**src/hdl/ftcan_map.svh**
```systemverilog
// offsets, field positions, reset values and timing counts of the manager
`ifndef FTCAN_MAP_SVH
`define FTCAN_MAP_SVH

// register byte offsets
`define REG_CTRL_OFS        8'h00
`define REG_STATUS_OFS      8'h04
// control fields
`define CTRL_TXTO_EN_BIT    0
`define CTRL_BUSWAKE_EN_BIT 1
`define CTRL_RESET          32'h0000_0003

// time base
`define CLK_MHZ             200
`define TXD_TO_US           1000
`define CANH_T1_US          10
`define CANH_T2_US          20
`define CANL_T_US           10
`define DOM_T_US            200
`define REC_T_US            15
`define BUSWAKE_T_US        20
`define WAKE_T_US           40
`define SLEEP_T_US          50
`define TXD_TO_CYC          (`TXD_TO_US * `CLK_MHZ)
`define CANH_T1_CYC         (`CANH_T1_US * `CLK_MHZ)
`define CANH_T2_CYC         (`CANH_T2_US * `CLK_MHZ)
`define CANL_T_CYC          (`CANL_T_US * `CLK_MHZ)
`define DOM_T_CYC           (`DOM_T_US * `CLK_MHZ)
`define REC_T_CYC           (`REC_T_US * `CLK_MHZ)
`define BUSWAKE_T_CYC       (`BUSWAKE_T_US * `CLK_MHZ)
`define WAKE_T_CYC          (`WAKE_T_US * `CLK_MHZ)
`define SLEEP_T_CYC         (`SLEEP_T_US * `CLK_MHZ)

// timer channels
`define TMR_NUM             11
`define TMR_W               20
`define TMR_TXD             0
`define TMR_CANH1           1
`define TMR_CANH2           2
`define TMR_CANL            3
`define TMR_DOM             4
`define TMR_RECH            5
`define TMR_RECL            6
`define TMR_RECD            7
`define TMR_WAKE            8
`define TMR_BUSWAKE         9
`define TMR_SLEEP           10

`endif

```
**src/hdl/ftcan_pkg.sv**
```systemverilog
// types shared by the bus failure manager
package ftcan_pkg;
  typedef enum logic [4:0] {
    MODE_NORMAL  = 5'h01,
    MODE_STANDBY = 5'h02,
    MODE_POSTBY  = 5'h04,
    MODE_GOSLEEP = 5'h08,
    MODE_SLEEP   = 5'h10
  } mode_t;
endpackage

```
**src/hdl/fault_tolerant_bus_failure_mgr.sv**
```systemverilog
// digital control of a fault-tolerant low-speed bus transceiver
//
// Decided for this implementation: the APB interface to the registers and the register addresses.
`timescale 1ns/10ps
`include "ftcan_map.svh"
module fault_tolerant_bus_failure_mgr #(
  parameter logic [19:0] TXD_TO_CYC  = 20'(`TXD_TO_CYC),
  parameter logic [19:0] DOM_T_CYC   = 20'(`DOM_T_CYC),
  parameter logic [19:0] WAKE_T_CYC  = 20'(`WAKE_T_CYC),
  parameter logic [19:0] SLEEP_T_CYC = 20'(`SLEEP_T_CYC)
) (
  // clock, reset, enable
  input  wire logic         clock,
  input  wire logic         rst_b,
  input  wire logic         clkEn,
  // apb slave
  input  wire logic         psel,
  input  wire logic         penable,
  input  wire logic         pwrite,
  input  wire logic [7:0]   paddr,
  input  wire logic [31:0]  pwdata,
  output logic      [31:0]  prdata,
  output logic              pready,
  output logic              pslverr,
  // protocol controller pins
  input  wire logic         txdIn,
  output logic              rxdOut,
  output logic              errOut_b,
  input  wire logic         stbIn,
  input  wire logic         enIn,
  input  wire logic         wakeIn_b,
  input  wire logic         vccLow,
  output logic              regulatorInhibitOut,
  // analog front end: comparators and receivers, dominant high
  input  wire logic         canhHighCmp,
  input  wire logic         canlHighCmp,
  input  wire logic         diffDom,
  input  wire logic         canhDom,
  input  wire logic         canlDom,
  input  wire logic         openWireSeen,
  // drivers and terminations
  output logic              canhDrive,
  output logic              canlDrive,
  output logic              highLineTermination,
  output logic              lowLineTermination,
  output logic              lowLineTermToBat,
  output ftcan_pkg::mode_t  modeOut
);
  import ftcan_pkg::*;

  localparam int SW = 11;

  // every controller and front-end pin passes two flip-flops before use
  logic [SW-1:0] syncA_q;
  logic [SW-1:0] syncB_q;
  always_ff @(posedge clock or negedge rst_b) begin
    if (!rst_b) begin
      syncA_q <= 11'h005; // txd and wake pins idle high, mode code 00
      syncB_q <= 11'h005;
    end else if (clkEn) begin
      syncA_q <= {openWireSeen, canlDom, canhDom, diffDom, canlHighCmp,
                  canhHighCmp, vccLow, enIn, wakeIn_b, stbIn, txdIn};
      syncB_q <= syncA_q;
    end
  end
  wire txdS     = syncB_q[0];
  wire stbS     = syncB_q[1];
  wire wakeS    = syncB_q[2];
  wire enS      = syncB_q[3];
  wire vccLowS  = syncB_q[4];
  wire canhHigh = syncB_q[5];
  wire canlHigh = syncB_q[6];
  wire diffDomS = syncB_q[7];
  wire canhDomS = syncB_q[8];
  wire canlDomS = syncB_q[9];
  wire openS    = syncB_q[10];

  // state
  mode_t        mode_q;
  mode_t        modeD;
  logic [31:0]  ctrl_q;
  logic         txdTimedOut_q;
  logic         f3Stage1_q;
  logic         f3_q;
  logic         f6_q;
  logic         f47_q;
  logic         powerOn_q;
  logic         wakeFlag_q;
  logic         wakeLevel_q;
  logic [`TMR_NUM-1:0]          tmrCond;
  logic [`TMR_NUM-1:0][19:0]    tmrLimit;
  logic [`TMR_NUM-1:0]          tmrExp;

  // fail-safe forcing of the mode inputs on a weak logic supply
  wire stbI = stbS & ~vccLowS;
  wire enI  = enS & ~vccLowS;
  wire [1:0] modeCode = {stbI, enI};
  wire isNormal = (mode_q == MODE_NORMAL);
  wire lowPower = !isNormal;
  wire txToEn   = ctrl_q[`CTRL_TXTO_EN_BIT];
  wire busWkEn  = ctrl_q[`CTRL_BUSWAKE_EN_BIT];

  // timer qualifying conditions
  wire dom47   = diffDomS & ~canhHigh & ~canlHigh;
  assign tmrCond[`TMR_TXD]     = ~txdS;
  assign tmrCond[`TMR_CANH1]   = isNormal & canhHigh & ~f3Stage1_q;
  assign tmrCond[`TMR_CANH2]   = isNormal & canhHigh & f3Stage1_q;
  assign tmrCond[`TMR_CANL]    = isNormal & canlHigh;
  assign tmrCond[`TMR_DOM]     = isNormal & dom47;
  assign tmrCond[`TMR_RECH]    = ~canhHigh & (f3Stage1_q | f3_q);
  assign tmrCond[`TMR_RECL]    = ~canlHigh & f6_q;
  assign tmrCond[`TMR_RECD]    = ~diffDomS & f47_q;
  assign tmrCond[`TMR_WAKE]    = wakeS != wakeLevel_q;
  assign tmrCond[`TMR_BUSWAKE] = lowPower & busWkEn &
                                 (diffDomS | canhDomS | canlDomS);
  assign tmrCond[`TMR_SLEEP]   = (modeCode == 2'b01) &&
                                 (mode_q != MODE_SLEEP);
  assign tmrLimit[`TMR_TXD]     = TXD_TO_CYC;
  assign tmrLimit[`TMR_CANH1]   = 20'(`CANH_T1_CYC);
  assign tmrLimit[`TMR_CANH2]   = 20'(`CANH_T2_CYC);
  assign tmrLimit[`TMR_CANL]    = 20'(`CANL_T_CYC);
  assign tmrLimit[`TMR_DOM]     = DOM_T_CYC;
  assign tmrLimit[`TMR_RECH]    = 20'(`REC_T_CYC);
  assign tmrLimit[`TMR_RECL]    = 20'(`REC_T_CYC);
  assign tmrLimit[`TMR_RECD]    = 20'(`REC_T_CYC);
  assign tmrLimit[`TMR_WAKE]    = WAKE_T_CYC;
  assign tmrLimit[`TMR_BUSWAKE] = 20'(`BUSWAKE_T_CYC);
  assign tmrLimit[`TMR_SLEEP]   = SLEEP_T_CYC;

  hold_timer #(.N(`TMR_NUM), .W(`TMR_W)) u_timers (
    .clock   (clock),
    .rst_b   (rst_b),
    .clkEn   (clkEn),
    .cond    (tmrCond),
    .limit   (tmrLimit),
    .expired (tmrExp)
  );

  // wake sources: a filtered edge of either sense, a bus dominant phase
  wire wakePinEvt = tmrExp[`TMR_WAKE];
  wire wakeEvt    = wakePinEvt | tmrExp[`TMR_BUSWAKE] |
                    (stbI & (mode_q == MODE_SLEEP));

  // mode selection from the two-bit code
  always_comb begin
    modeD = mode_q;
    unique case (modeCode)
      2'b11: modeD = MODE_NORMAL;
      2'b10: modeD = MODE_POSTBY;
      2'b01: modeD = (tmrExp[`TMR_SLEEP] || mode_q == MODE_SLEEP) ?
                     MODE_SLEEP : MODE_GOSLEEP;
      2'b00: modeD = (mode_q == MODE_SLEEP) ? MODE_SLEEP : MODE_STANDBY;
    endcase
    if (modeD == MODE_SLEEP && wakeEvt) begin
      modeD = MODE_STANDBY;
    end
  end

  always_ff @(posedge clock or negedge rst_b) begin
    if (!rst_b) begin
      mode_q <= MODE_STANDBY;
    end else if (clkEn) begin
      mode_q <= modeD;
    end
  end

  // flags; a set always beats a clear in the same cycle
  always_ff @(posedge clock or negedge rst_b) begin
    if (!rst_b) begin
      txdTimedOut_q <= 1'b0;
      powerOn_q     <= 1'b1; // reset stands for the battery power-on
      wakeFlag_q    <= 1'b0;
      wakeLevel_q   <= 1'b1;
    end else if (clkEn) begin
      if (tmrExp[`TMR_TXD] && txToEn) begin
        txdTimedOut_q <= 1'b1;
      end else if (txdS) begin
        txdTimedOut_q <= 1'b0;
      end
      if (isNormal) begin
        powerOn_q <= 1'b0;
      end
      if (wakeEvt && lowPower) begin
        wakeFlag_q <= 1'b1;
      end else if (isNormal) begin
        wakeFlag_q <= 1'b0;
      end
      if (wakePinEvt) begin
        wakeLevel_q <= wakeS;
      end
    end
  end

  // failure detector: detection only in normal mode, recovery any time
  always_ff @(posedge clock or negedge rst_b) begin
    if (!rst_b) begin
      f3Stage1_q <= 1'b0;
      f3_q       <= 1'b0;
      f6_q       <= 1'b0;
      f47_q      <= 1'b0;
    end else if (clkEn) begin
      if (tmrExp[`TMR_CANH1]) begin
        f3Stage1_q <= 1'b1;
      end else if (tmrExp[`TMR_RECH]) begin
        f3Stage1_q <= 1'b0;
      end
      if (tmrExp[`TMR_CANH2]) begin
        f3_q <= 1'b1;
      end else if (tmrExp[`TMR_RECH]) begin
        f3_q <= 1'b0;
      end
      if (tmrExp[`TMR_CANL]) begin
        f6_q <= 1'b1;
      end else if (tmrExp[`TMR_RECL]) begin
        f6_q <= 1'b0;
      end
      if (tmrExp[`TMR_DOM]) begin
        f47_q <= 1'b1;
      end else if (tmrExp[`TMR_RECD]) begin
        f47_q <= 1'b0;
      end
    end
  end

  // path selection; open wires and shorts that need no change are
  // left alone so ongoing frames are not broken
  wire lowOff   = f6_q | f47_q;
  wire highPath = f3Stage1_q & ~f3_q | lowOff;
  wire rxDom    = f3_q ? canlDomS : (highPath ? canhDomS : diffDomS);
  wire faultAny = f3Stage1_q | f3_q | f6_q | f47_q | openS;
  wire txActive = isNormal & ~txdS & ~txdTimedOut_q;
  wire errD     = isNormal ? ~faultAny :
                  (mode_q == MODE_POSTBY ? ~powerOn_q : ~wakeFlag_q);

  // registered pin outputs
  always_ff @(posedge clock or negedge rst_b) begin
    if (!rst_b) begin
      rxdOut              <= 1'b1;
      errOut_b            <= 1'b1;
      regulatorInhibitOut <= 1'b1;
      canhDrive           <= 1'b0;
      canlDrive           <= 1'b0;
      highLineTermination <= 1'b0;
      lowLineTermination  <= 1'b0;
      lowLineTermToBat    <= 1'b0;
    end else if (clkEn) begin
      rxdOut              <= isNormal ? ~rxDom : ~wakeFlag_q;
      errOut_b            <= errD;
      regulatorInhibitOut <= (mode_q != MODE_SLEEP);
      canhDrive           <= txActive & ~f3_q;
      canlDrive           <= txActive & ~lowOff;
      highLineTermination <= f3_q;
      lowLineTermination  <= lowOff;
      lowLineTermToBat    <= lowPower;
    end
  end
  assign modeOut = mode_q;

  // apb slave, zero wait states; read data caught in the setup cycle
  wire setup    = psel & ~penable;
  wire access   = psel & penable;
  wire hitCtrl  = (paddr == `REG_CTRL_OFS);
  wire hitStat  = (paddr == `REG_STATUS_OFS);
  wire [31:0] statusWord = {20'h0, mode_q, powerOn_q, wakeFlag_q,
                            txdTimedOut_q, f47_q, f6_q, f3_q, f3Stage1_q};
  wire [31:0] rdMux = hitCtrl ? ctrl_q : (hitStat ? statusWord : 32'h0);
  assign pready  = 1'b1;
  assign pslverr = access & ~(hitCtrl | (hitStat & ~pwrite));

  always_ff @(posedge clock or negedge rst_b) begin
    if (!rst_b) begin
      ctrl_q <= `CTRL_RESET;
      prdata <= 32'h0;
    end else if (clkEn) begin
      if (access && pwrite && hitCtrl) begin
        ctrl_q <= {30'h0, pwdata[1:0]};
      end
      if (setup) begin
        prdata <= rdMux;
      end
    end
  end
endmodule

```
**src/hdl/hold_timer.sv**
```systemverilog
// bank of restartable hold timers, one per qualifying condition
`timescale 1ns/10ps
module hold_timer #(
  parameter int N = 1,
  parameter int W = 20
) (
  // clock and reset
  input  wire logic                clock,
  input  wire logic                rst_b,
  input  wire logic                clkEn,
  // conditions and limits
  input  wire logic [N-1:0]        cond,
  input  wire logic [N-1:0][W-1:0] limit,
  // condition held for its full limit
  output logic      [N-1:0]        expired
);
  genvar i;
  generate
    for (i = 0; i < N; i++) begin : g_tmr
      logic [W-1:0] cnt_q;
      // restart on lapse, saturate at the limit so expiry stays a level
      always_ff @(posedge clock or negedge rst_b) begin
        if (!rst_b) begin
          cnt_q <= '0;
        end else if (clkEn) begin
          if (!cond[i]) begin
            cnt_q <= '0;
          end else if (cnt_q != limit[i]) begin
            cnt_q <= cnt_q + 1'b1;
          end
        end
      end
      assign expired[i] = cond[i] && (cnt_q == limit[i]);

    end
  endgenerate
endmodule

```
**config.mk**
```make
export PLATFORM = sky130hd
export DESIGN_NAME = fault_tolerant_bus_failure_mgr
export DESIGN_NICKNAME = d
export VERILOG_FILES = /design/src/hdl/ftcan_pkg.sv /design/src/hdl/fault_tolerant_bus_failure_mgr.sv /design/src/hdl/hold_timer.sv
export VERILOG_INCLUDE_DIRS = /design/src /design/src/hdl
export SDC_FILE = /design/constraint.sdc
export NUM_CORES = 1
export LEC_CHECK = 0
export BUFFER_PORTS_ARGS = -buffer_cell sky130_fd_sc_hd__buf_2
export CORE_MARGIN = 2
export CORE_UTILIZATION = 43
export CTS_CLUSTER_DIAMETER = 40
export DETAILED_ROUTE_END_ITERATION = 8
export SYNTH_ARGS = -nofsm -noshare
export SYNTH_HDL_FRONTEND = slang
export SYNTH_SLANG_ARGS = --single-unit
export TNS_END_PERCENT = 100
```
**constraint.sdc**
```tcl
create_clock -name clock -period 3.9 [get_ports clock]
set_input_delay 0.39 -clock clock [delete_from_list [all_inputs] [get_ports clock]]
set_output_delay 0.39 -clock clock [all_outputs]
set_load 0.02 [all_outputs]
```
# Word-level counts from Yosys, hierarchy flattened
# Cells that the tools add are included.
# W data, S select, Z words.
# word_totals
wordCells	229
reg_bits	297
output_inout_bits	47
in_bits	57
# classes
n_eq_ne	42
muxes	44
n_bitwise	51
n_addsub	11
reduce_logical	49
# op_table
op	count
$mux W20	22
$add A20 B1 Y20 const B	11
$eq A20 B12 Y1 const B	5
$ne A20 B12 Y1 const B	5
$reduce_and A2 Y1	21
$eq A20 B11 Y1 const B	2
$ne A20 B11 Y1 const B	2
$and A1 B1 Y1	24
$mux W12	2
$eq A20 B13 Y1 const B	1
$eq A20 B14 Y1 const B	1
$eq A20 B16 Y1 const B	1
$eq A20 B18 Y1 const B	1
$ne A2 B2 Y1 const B	10
$ne A20 B13 Y1 const B	1
$ne A20 B14 Y1 const B	1
$ne A20 B16 Y1 const B	1
$ne A20 B18 Y1 const B	1
$pmux W5 S4	1
$logic_and A1 B1 Y1	17
$mux W1	16
$not A1 Y1	16
$mux W5	3
$reduce_bool A2 Y1	7
13 further kinds	25

# Logic depth before layout (Yosys ltp)
# Gate-level depths: netlist of the first run.
# depth
depth_word	11
depth_mapped	8
ltp_nobuf	7

# Hierarchy
# Synthesis of the first run repeated with hierarchy kept, for this count alone.
# hier_totals
cells_unflattened	2167
area_unflattened_um2	19461.2
# modules_own_cells
module	n_inst	cells_per_inst	seq_area_each_um2	area_each_um2
hold_timer	1	1925	5505.3	16801.1
fault_tolerant_bus_failure_mgr	1	242	1441.4	2660.1

# Worst setup path before layout of the first run
# No wires, ideal clock.
# synth_timing
kind	register to register
startpoint	register u_timers.g_tmr[6].cnt_q[15]
endpoint	register u_timers.g_tmr[6].cnt_q[2]
setup_ns	0.125
stages_incl_launch_ff	6
t_required_ns	3.775
arrival_ns	2.050
n_path_buf	0
setup_slack_ns	1.725
synth_period_minus_slack_ns	2.175
cell_sequence	dfrtp_1 > or4_1 > or4_1 > or3_4 > nand3_2 > mux2_4
# synth_between
elab_chain_cells	3
# synth_lines
item	line_no	source
from (decl)	hold_timer.sv:20	logic [W-1:0] cnt_q;
from (signal assigned)	hold_timer.sv:29	cnt_q <= cnt_q + 1'b1;
$ne A20 B12 Y1	hold_timer.sv:28	end else if (cnt_q != limit[i]) begin
$ne A2 B2 Y1 (no source line)	n/a	
$reduce_and A2 Y1 (no source line)	n/a	
# Every way passes these cells.
# A chain may end at the register's enable or synchronous reset.

# Worst setup path in the final report of the first run
# layout_timing
startpoint	register mode_q[0] (netlist: modeOut[0])
endpoint	register u_timers.g_tmr[10].cnt_q[14]
# layout_between
elab_chain_cells	4
word_cells_on_any_way	5
classes_between	2 x eq/ne; 1 x mux; 2 x reduce/logical
# layout_lines
item	line_no	source
from (decl)	fault_tolerant_bus_failure_mgr.sv:79	mode_t mode_q;
from (signal assigned)	fault_tolerant_bus_failure_mgr.sv:163	mode_q <= modeD;
$ne A5 B5 Y1 (*)	fault_tolerant_bus_failure_mgr.sv:117	(mode_q != MODE_SLEEP);
$logic_and A1 B1 Y1 (*)	fault_tolerant_bus_failure_mgr.sv:116	assign tmrCond[`TMR_SLEEP] = (modeCode == 2'b01) &&
$ne A2 B2 Y1 (no source line)	n/a	
$reduce_and A2 Y1 (no source line)	n/a	
to (signal assigned)	hold_timer.sv:29	
to (decl)	hold_timer.sv:20	
# Every way passes the cells marked *; elsewhere a longest branch is shown, timed or not.

==> results of run 1 <==
-- state kept, by name, summed over array words and instances, names as in the netlist, 2 cells and up --
name                  flops
u_timers.g_tmr.cnt_q    220
prdata                   12
syncA_q                  11
syncB_q                  11
modeOut                   5
ctrl_q                    2
-- routing by layer --
layer	share of wire [%]	wire (um)	vias up	GRT usage (%)
li1	-	-	5648	-
met1	48	15700	5660	27.1
met2	45	14800	224	29.3
met3	5.0	1640	44	3.61
met4	2.0	650	0	6.39
met5	0	0	-	0
-- power groups by stage --
stage / clock network, mW / registers [mW] / logic, mW
floorplan: 0 / 3.07 / 0.286
global placement: 0 / 3.08 / 0.437
detailed placement: 0 / 3.09 / 0.441
CTS: 4.35 / 3.04 / 0.446
global route: 4.46 / 3.05 / 0.495
finish: 4.23 / 3.04 / 0.437
-- layout make-up --
cell class	instances	area (sq um)	share of cell area [%]
Timing Repair Buffer	65	398	2.37
Inverter	55	206	1.23
Clock buffer	52	1250	7.44
Clock inverter	37	388	2.31
Sequential cell	277	6950	41.5
Multi-Input combinational cell	1144	7010	41.8
Tap cell	448	561	3.35
-- worst max-delay path, stage by stage, from the launching register on --
cell      delay (ns)
dfrtp_1         0.72
nor4_1          0.12
buf_4           0.18
a21o_1          0.37
a211oi_2        0.78
nand2_1         0.15
o31ai_1         0.22
-- kinds of logic (layout without fill, tap and decap cells) --
family | count (synthesis) | in the layout
buffers and inverters | 136 | 209
and+or+nand+nor | 669 | 669
muxes | 40 | 40
adders and majority gates | 22 | 22
AOI/OAI and AO/OA | 290 | 290
other | 2 | 21
DFF | 277 | 277
xor gates and xnor gates | 102 | 102
-- cells in the final DEF, fill, tap and decap left out, types with 29 or more instances in the layout --
cell type / n
dfrtp_1: 265
nor2_1: 155
nand2_1: 121
o21ai_0: 109
nand3_1: 88
a21oi_1: 66
xor2_1: 65
nand4_1: 59
inv_1: 55
buf_2: 50
clkbuf_16: 49
or3_1: 48
xnor2_1: 37
nor3_1: 37
and3_1: 35
mux2_2: 30
nor4_1: 29
-- what timing repair did --
action	in CTS	in global routing
endpoints found under the hold margin	43	0
setup buffers	0	0
hold buffers	1	0
-- worst paths after layout --
path	start	end	slack [ns]	cells past startpoint
setup reg to reg	modeOut[0]	u_timers.g_tmr[10].cnt_q[14]	1.25	6
min in group asynchronous	rst_b	u_timers.g_tmr[8].cnt_q[13]	0.33	2
setup / recovery	modeOut[0]	u_timers.g_tmr[10].cnt_q[14]	1.25	6
hold reg to reg	u_timers.g_tmr[10].cnt_q[19]	u_timers.g_tmr[10].cnt_q[19]	0.48	1
hold / removal	enIn	syncA_q[3]	0.06	2
max in group asynchronous	rst_b	u_timers.g_tmr[1].cnt_q[16]	2.55	3
==> reports/results.ini, run 1 <==
[status]
status = finished, final reports clean

[clock_network]
clock-sinks = 277
cts_resized = 0
cts_tree = done
clk_pin_slew_worst_paths_ns = 0.05
cts_buffers = 48
clock-root-buffer = clkbuf_16
clk_latency_ns = 0.56
cts-htree-levels = 2
clk_path_buf_depth = 3

[synthesis]
synthArstFlopShare_pct = 100
synth_cell_types = 69
synth_ff_type = dfrtp_1
synth-compound-area-share_pct = 12.6
yosys_warnings = 0
synth_top_family_by_area = simple AND/OR/NAND/NOR gates
seq_area_frac_synth_pct = 48.0
synth_fa_ha_area_share_pct = 1.90
synth_most_common_cell = dfrtp_1
yosys.area.top_type = dfrtp_1
ys_ff_latch = 277
postSynthAreaPerCell_sq_um = 9.42
muxShareOfSynthArea_pct = 3.09
synth_xor_area_share_pct = 6.17
syn_inst = 1538
synth_edf_count = 0
synthTopCellsByArea = dfrtp_1 (46%), nor2_1 (4.0%), xor2_1 (3.9%)
synth_common_cells = dfrtp_1 (265), nor2_1 (155), nand2_1 (121)
syn_area_sq_um = 14500
synth_top_area_share_pct = 45.8
synth-simple-area-share_pct = 24.1

[placement]
port_buffers = 52
dp_hpwl_mm = 21.6
post-place-ws_ns = 1.11
dpl.cell_count = 1988
place_area_sq_um = 15100
gp_congestion = 0.817

[sta]
fin_crit_sh_pct = 68.0
fin_crit_ns = 2.65
worst_pin_slew_ns = 1.15
setup_viol = 0
hold_viol_final = 0
fin_setup_tns_ns = 0
fin_skew_ns = 0.0171
grt_setup_unrepaired = no
hold_slack_ns = 0.0644
setup_ws_ns = 1.25
report.final.slew_viol_count = 0
maxSlewHeadroom_pct = 22.7
fmaxAchievable_mhz = 377

[power_and_ir_drop]
p_clk_share_pct = 54.9
switching_power_mw = 1.98
max-vdd-ir-drop_uv = 329
swShare_pct = 25.6
power_leakage_nw = 6.99
total_power_mw = 7.71
p_seq_share_pct = 39.4
internal-power_mw = 5.73
comb_power_share_pct = 5.7
powerDensity_nw_per_um2 = 460

[setup_path]
cp_data_arrival_time_ns = 3.11
endpoint_kind = flip-flop
critical_path_required_ns = 4.36
worst_setup_path_start_kind = flip-flop
crit_fanout = 17
path_class = flip-flop to flip-flop

[floorplan]
core_area_sq_um = 33400
die-width_um = 188
die_h_um = 188
start_util_pct = 43.4
ioPinCount = 104
row_count = 67
fp.dieArea_sq_um = 35200

[route]
wl_mm = 32.8
drc = 0
routedWlPerCell_um = 15.8
drt_first_pass_iters = 4
detail-route-antenna-nets = 0
via_count = 11600
drtIter0Drc = 718
vias_per_cell = 5.57

[layout]
fill_cells = 3138
nets = 1670
fin_cells = 2078
syn2layout_area_growth_pct = 15.7
diodes = 0
final_area_sq_um = 16800
drive_gt1_share_pct = 13.2
final_util_pct = 50.2

[run]
cap_violations = 0

[global_routing]
grt_pass1_wl_mm = 55.9
grtUsageTotal_pct = 19.1
overflow = 0
antenna_found_initial = 0
grt_max_degree = 120
grt_pass1_vias = 11000

[hold_path]
hold_class = input port to flip-flop

Power figures use the tool's default switching activity.
==> run 2: changes to the inputs <==
==> constraint.sdc (replaced) <==
create_clock -name clock -period 2.4 [get_ports clock]
set_input_delay 0.24 -clock clock [delete_from_list [all_inputs] [get_ports clock]]
set_output_delay 0.24 -clock clock [all_outputs]
set_load 0.02 [all_outputs]
==> reports/results.ini, run 2 (synthesized netlist as in run 1, its figures left out) <==
[floorplan]
start_util_pct = 43.4  ; unchanged
die_h_um = 188  ; unchanged
core_area_sq_um = 33400  ; unchanged
fp.dieArea_sq_um = 35200  ; unchanged
ioPinCount = 104  ; unchanged
die-width_um = 188  ; unchanged
row_count = 67  ; unchanged

[route]
drc = 0  ; unchanged
wl_mm = 33.6  ; was 32.8 mm
drt_first_pass_iters = 5  ; was 4
routedWlPerCell_um = 15.7  ; was 15.8 um
drtIter0Drc = 744  ; was 718
vias_per_cell = 5.53  ; was 5.57
detail-route-antenna-nets = 0  ; unchanged
via_count = 11800  ; was 11,600

[sta]
maxSlewHeadroom_pct = 39.7  ; was 22.7%
report.final.slew_viol_count = 0  ; unchanged
fmaxAchievable_mhz = 445  ; was 377 MHz
hold_viol_final = 0  ; unchanged
fin_crit_ns = 2.25  ; was 2.65 ns
setup_viol = 0  ; unchanged
worst_pin_slew_ns = 0.902  ; was 1.15 ns
grt_setup_unrepaired = no  ; unchanged
fin_crit_sh_pct = 93.7  ; was 68.0%
fin_skew_ns = 0.0215  ; was 0.0171 ns
fin_setup_tns_ns = 0  ; unchanged

[clock_network]
clk_path_buf_depth = 3  ; unchanged
clock-root-buffer = clkbuf_16  ; unchanged
cts_buffers = 47  ; was 48
clk_pin_slew_worst_paths_ns = 0.05  ; about the same
clock-sinks = 277  ; unchanged
cts_tree = done  ; unchanged
cts-htree-levels = 2  ; unchanged
cts_resized = 0  ; unchanged
clk_latency_ns = 0.55  ; was 0.56 ns

[hold_path]
hold_class = input port to flip-flop  ; unchanged

[layout]
nets = 1729  ; was 1,670
largestRegisters = u_timers.g_tmr.cnt_q (220), prdata (12)  ; unchanged
regMostFlops = u_timers.g_tmr.cnt_q  ; unchanged
syn2layout_area_growth_pct = 19.5  ; was 15.7%
largest_reg_flops = 220  ; unchanged
final_common_cell = dfrtp_1  ; unchanged
fin_cells = 2137  ; was 2,078
final_cell_mix = dfrtp_1 (265), nor2_1 (155), nand2_1 (121)  ; unchanged
diodes = 0  ; unchanged
drive_gt1_share_pct = 15.3  ; was 13.2%

[global_routing]
grt_max_degree = 65  ; was 120
overflow = 0  ; unchanged
grtUsageTotal_pct = 19.5  ; was 19.1%
grt_pass1_wl_mm = 57.4  ; was 55.9 mm
antenna_found_initial = 0  ; unchanged
grt_pass1_vias = 11300  ; was 11,000

[setup_path]
endpoint_kind = flip-flop  ; unchanged
r2r_cells = 5  ; was 6
critical_path_required_ns = 2.82  ; was 4.36 ns
worst_setup_path_start_kind = flip-flop  ; unchanged
cp_data_arrival_time_ns = 2.67  ; was 3.11 ns
r2r_slack_ns = 0.15  ; was 1.25 ns
slowest_stage = or4_1  ; was a211oi_2
path_class = flip-flop to flip-flop  ; unchanged
cpPeakStageDelay_ns = 0.50  ; was 0.78 ns
crit_fanout = 4  ; was 17
r2r_start = u_timers.g_tmr[6].cnt_q[14]  ; was modeOut[0]
cpMostUsedCell = or4_1
r2r-end = u_timers.g_tmr[6].cnt_q[2]  ; was u_timers.g_tmr[10].cnt_q[14]
startpoint = u_timers.g_tmr[6].cnt_q[14]  ; was modeOut[0]
crit_end = u_timers.g_tmr[6].cnt_q[2]  ; was u_timers.g_tmr[10].cnt_q[14]
path_cells = or4_1 > or4_1 > or3_4 > nand3_2 > mux2_4  ; was nor4_1 > buf_4 > a21o_1 > a211oi_2 > nand2_1 > o31ai_1

[placement]
dpl.cell_count = 2035  ; was 1,988
port_buffers = 52  ; unchanged
dp_hpwl_mm = 22.7  ; was 21.6 mm
gp_congestion = 0.799  ; was 0.817

[power_and_ir_drop]
powerDensity_nw_per_um2 = 737  ; was 460 nW/um^2
total_power_mw = 12.8  ; was 7.71 mW
power_leakage_nw = 7.32  ; was 6.99 nW
max-vdd-ir-drop_uv = 548  ; was 329 uV

[run]
cap_violations = 0  ; unchanged

[status]
status = finished, final reports clean  ; unchanged

==> run 2: cell count changes in the layout (fill, tap and decap cells not counted), sizes merged <==
cell / previous run / this run
bufinv: 4 / 7
clkinv: 11 / 12
clkinvlp: 8 / 3
buf: 64 / 111
clkbuf: 52 / 58
dlygate4sd3: 1 / 14
inv: 69 / 63
==> run 2: area by class of cell <==
type	instances	area, sq um
Inverter	55	206
Multi-Input combinational cell	1144	7010
Fill cell	3052	16100
Clock inverter	30	388
Sequential cell	277	6950
Timing Repair Buffer	125	906
Tap cell	448	561
Clock buffer	58	1290
==> run 2: power breakdown <==
| part | switching (mW) | internal (mW) |
|---|---|---|
| combinational | 0.499 | 0.287 |
| sequential | 0.126 | 4.80 |
| clock | 2.44 | 4.61 |
| total | 3.06 | 9.70 |
==> run 2: worst max-delay path, delay by kind of cell (launching register included) <==
kind             cells  cell delay, ns
and+or+nand+nor      4            1.44
muxes                1            0.29
DFF                  1            0.41
==> run 2: timing repair <==
item / in CTS / in global routing
endpoints found under the hold margin: 69 / 0
hold buffers: 14 / 0
setup buffers: 0 / 0
==> run 2: through the flow <==
step	setup WS, ns	util, %	instance area [sq um]	hold WS (ns)
finish	0.151	51.9	17300	0.107
global route	0.0215	51.9	17300	0.109
CTS	0.148	51.9	17300	0.0847
detailed placement	0.150	46.4	15500	0.231
global placement	0.170	46.4	15500	0.232
floorplan	0.225	-	14600	-0.0556
==> run 2: how the worst min path moves through the flow <==
stage / start / endpoint / slack, ns / cells past startpoint
finish: clkEn / f47_q / 0.11 / 3
global route: clkEn / f47_q / 0.11 / 3
CTS: clkEn / f47_q / 0.08 / 3
detailed placement: rst_b / u_timers.g_tmr[0].cnt_q[15] / 0.23 / 1
global placement: rst_b / u_timers.g_tmr[0].cnt_q[15] / 0.23 / 1
floorplan: rst_b / canhDrive / -0.06 / 0
==> run 2: routing by layer <==
layer	global-route usage [%]	vias up	wire length [um]
met4	5.94	0	834
li1	-	5779	-
met3	3.41	65	1540
met1	28.4	5735	16700
met2	29.6	241	14600
met5	0	-	0
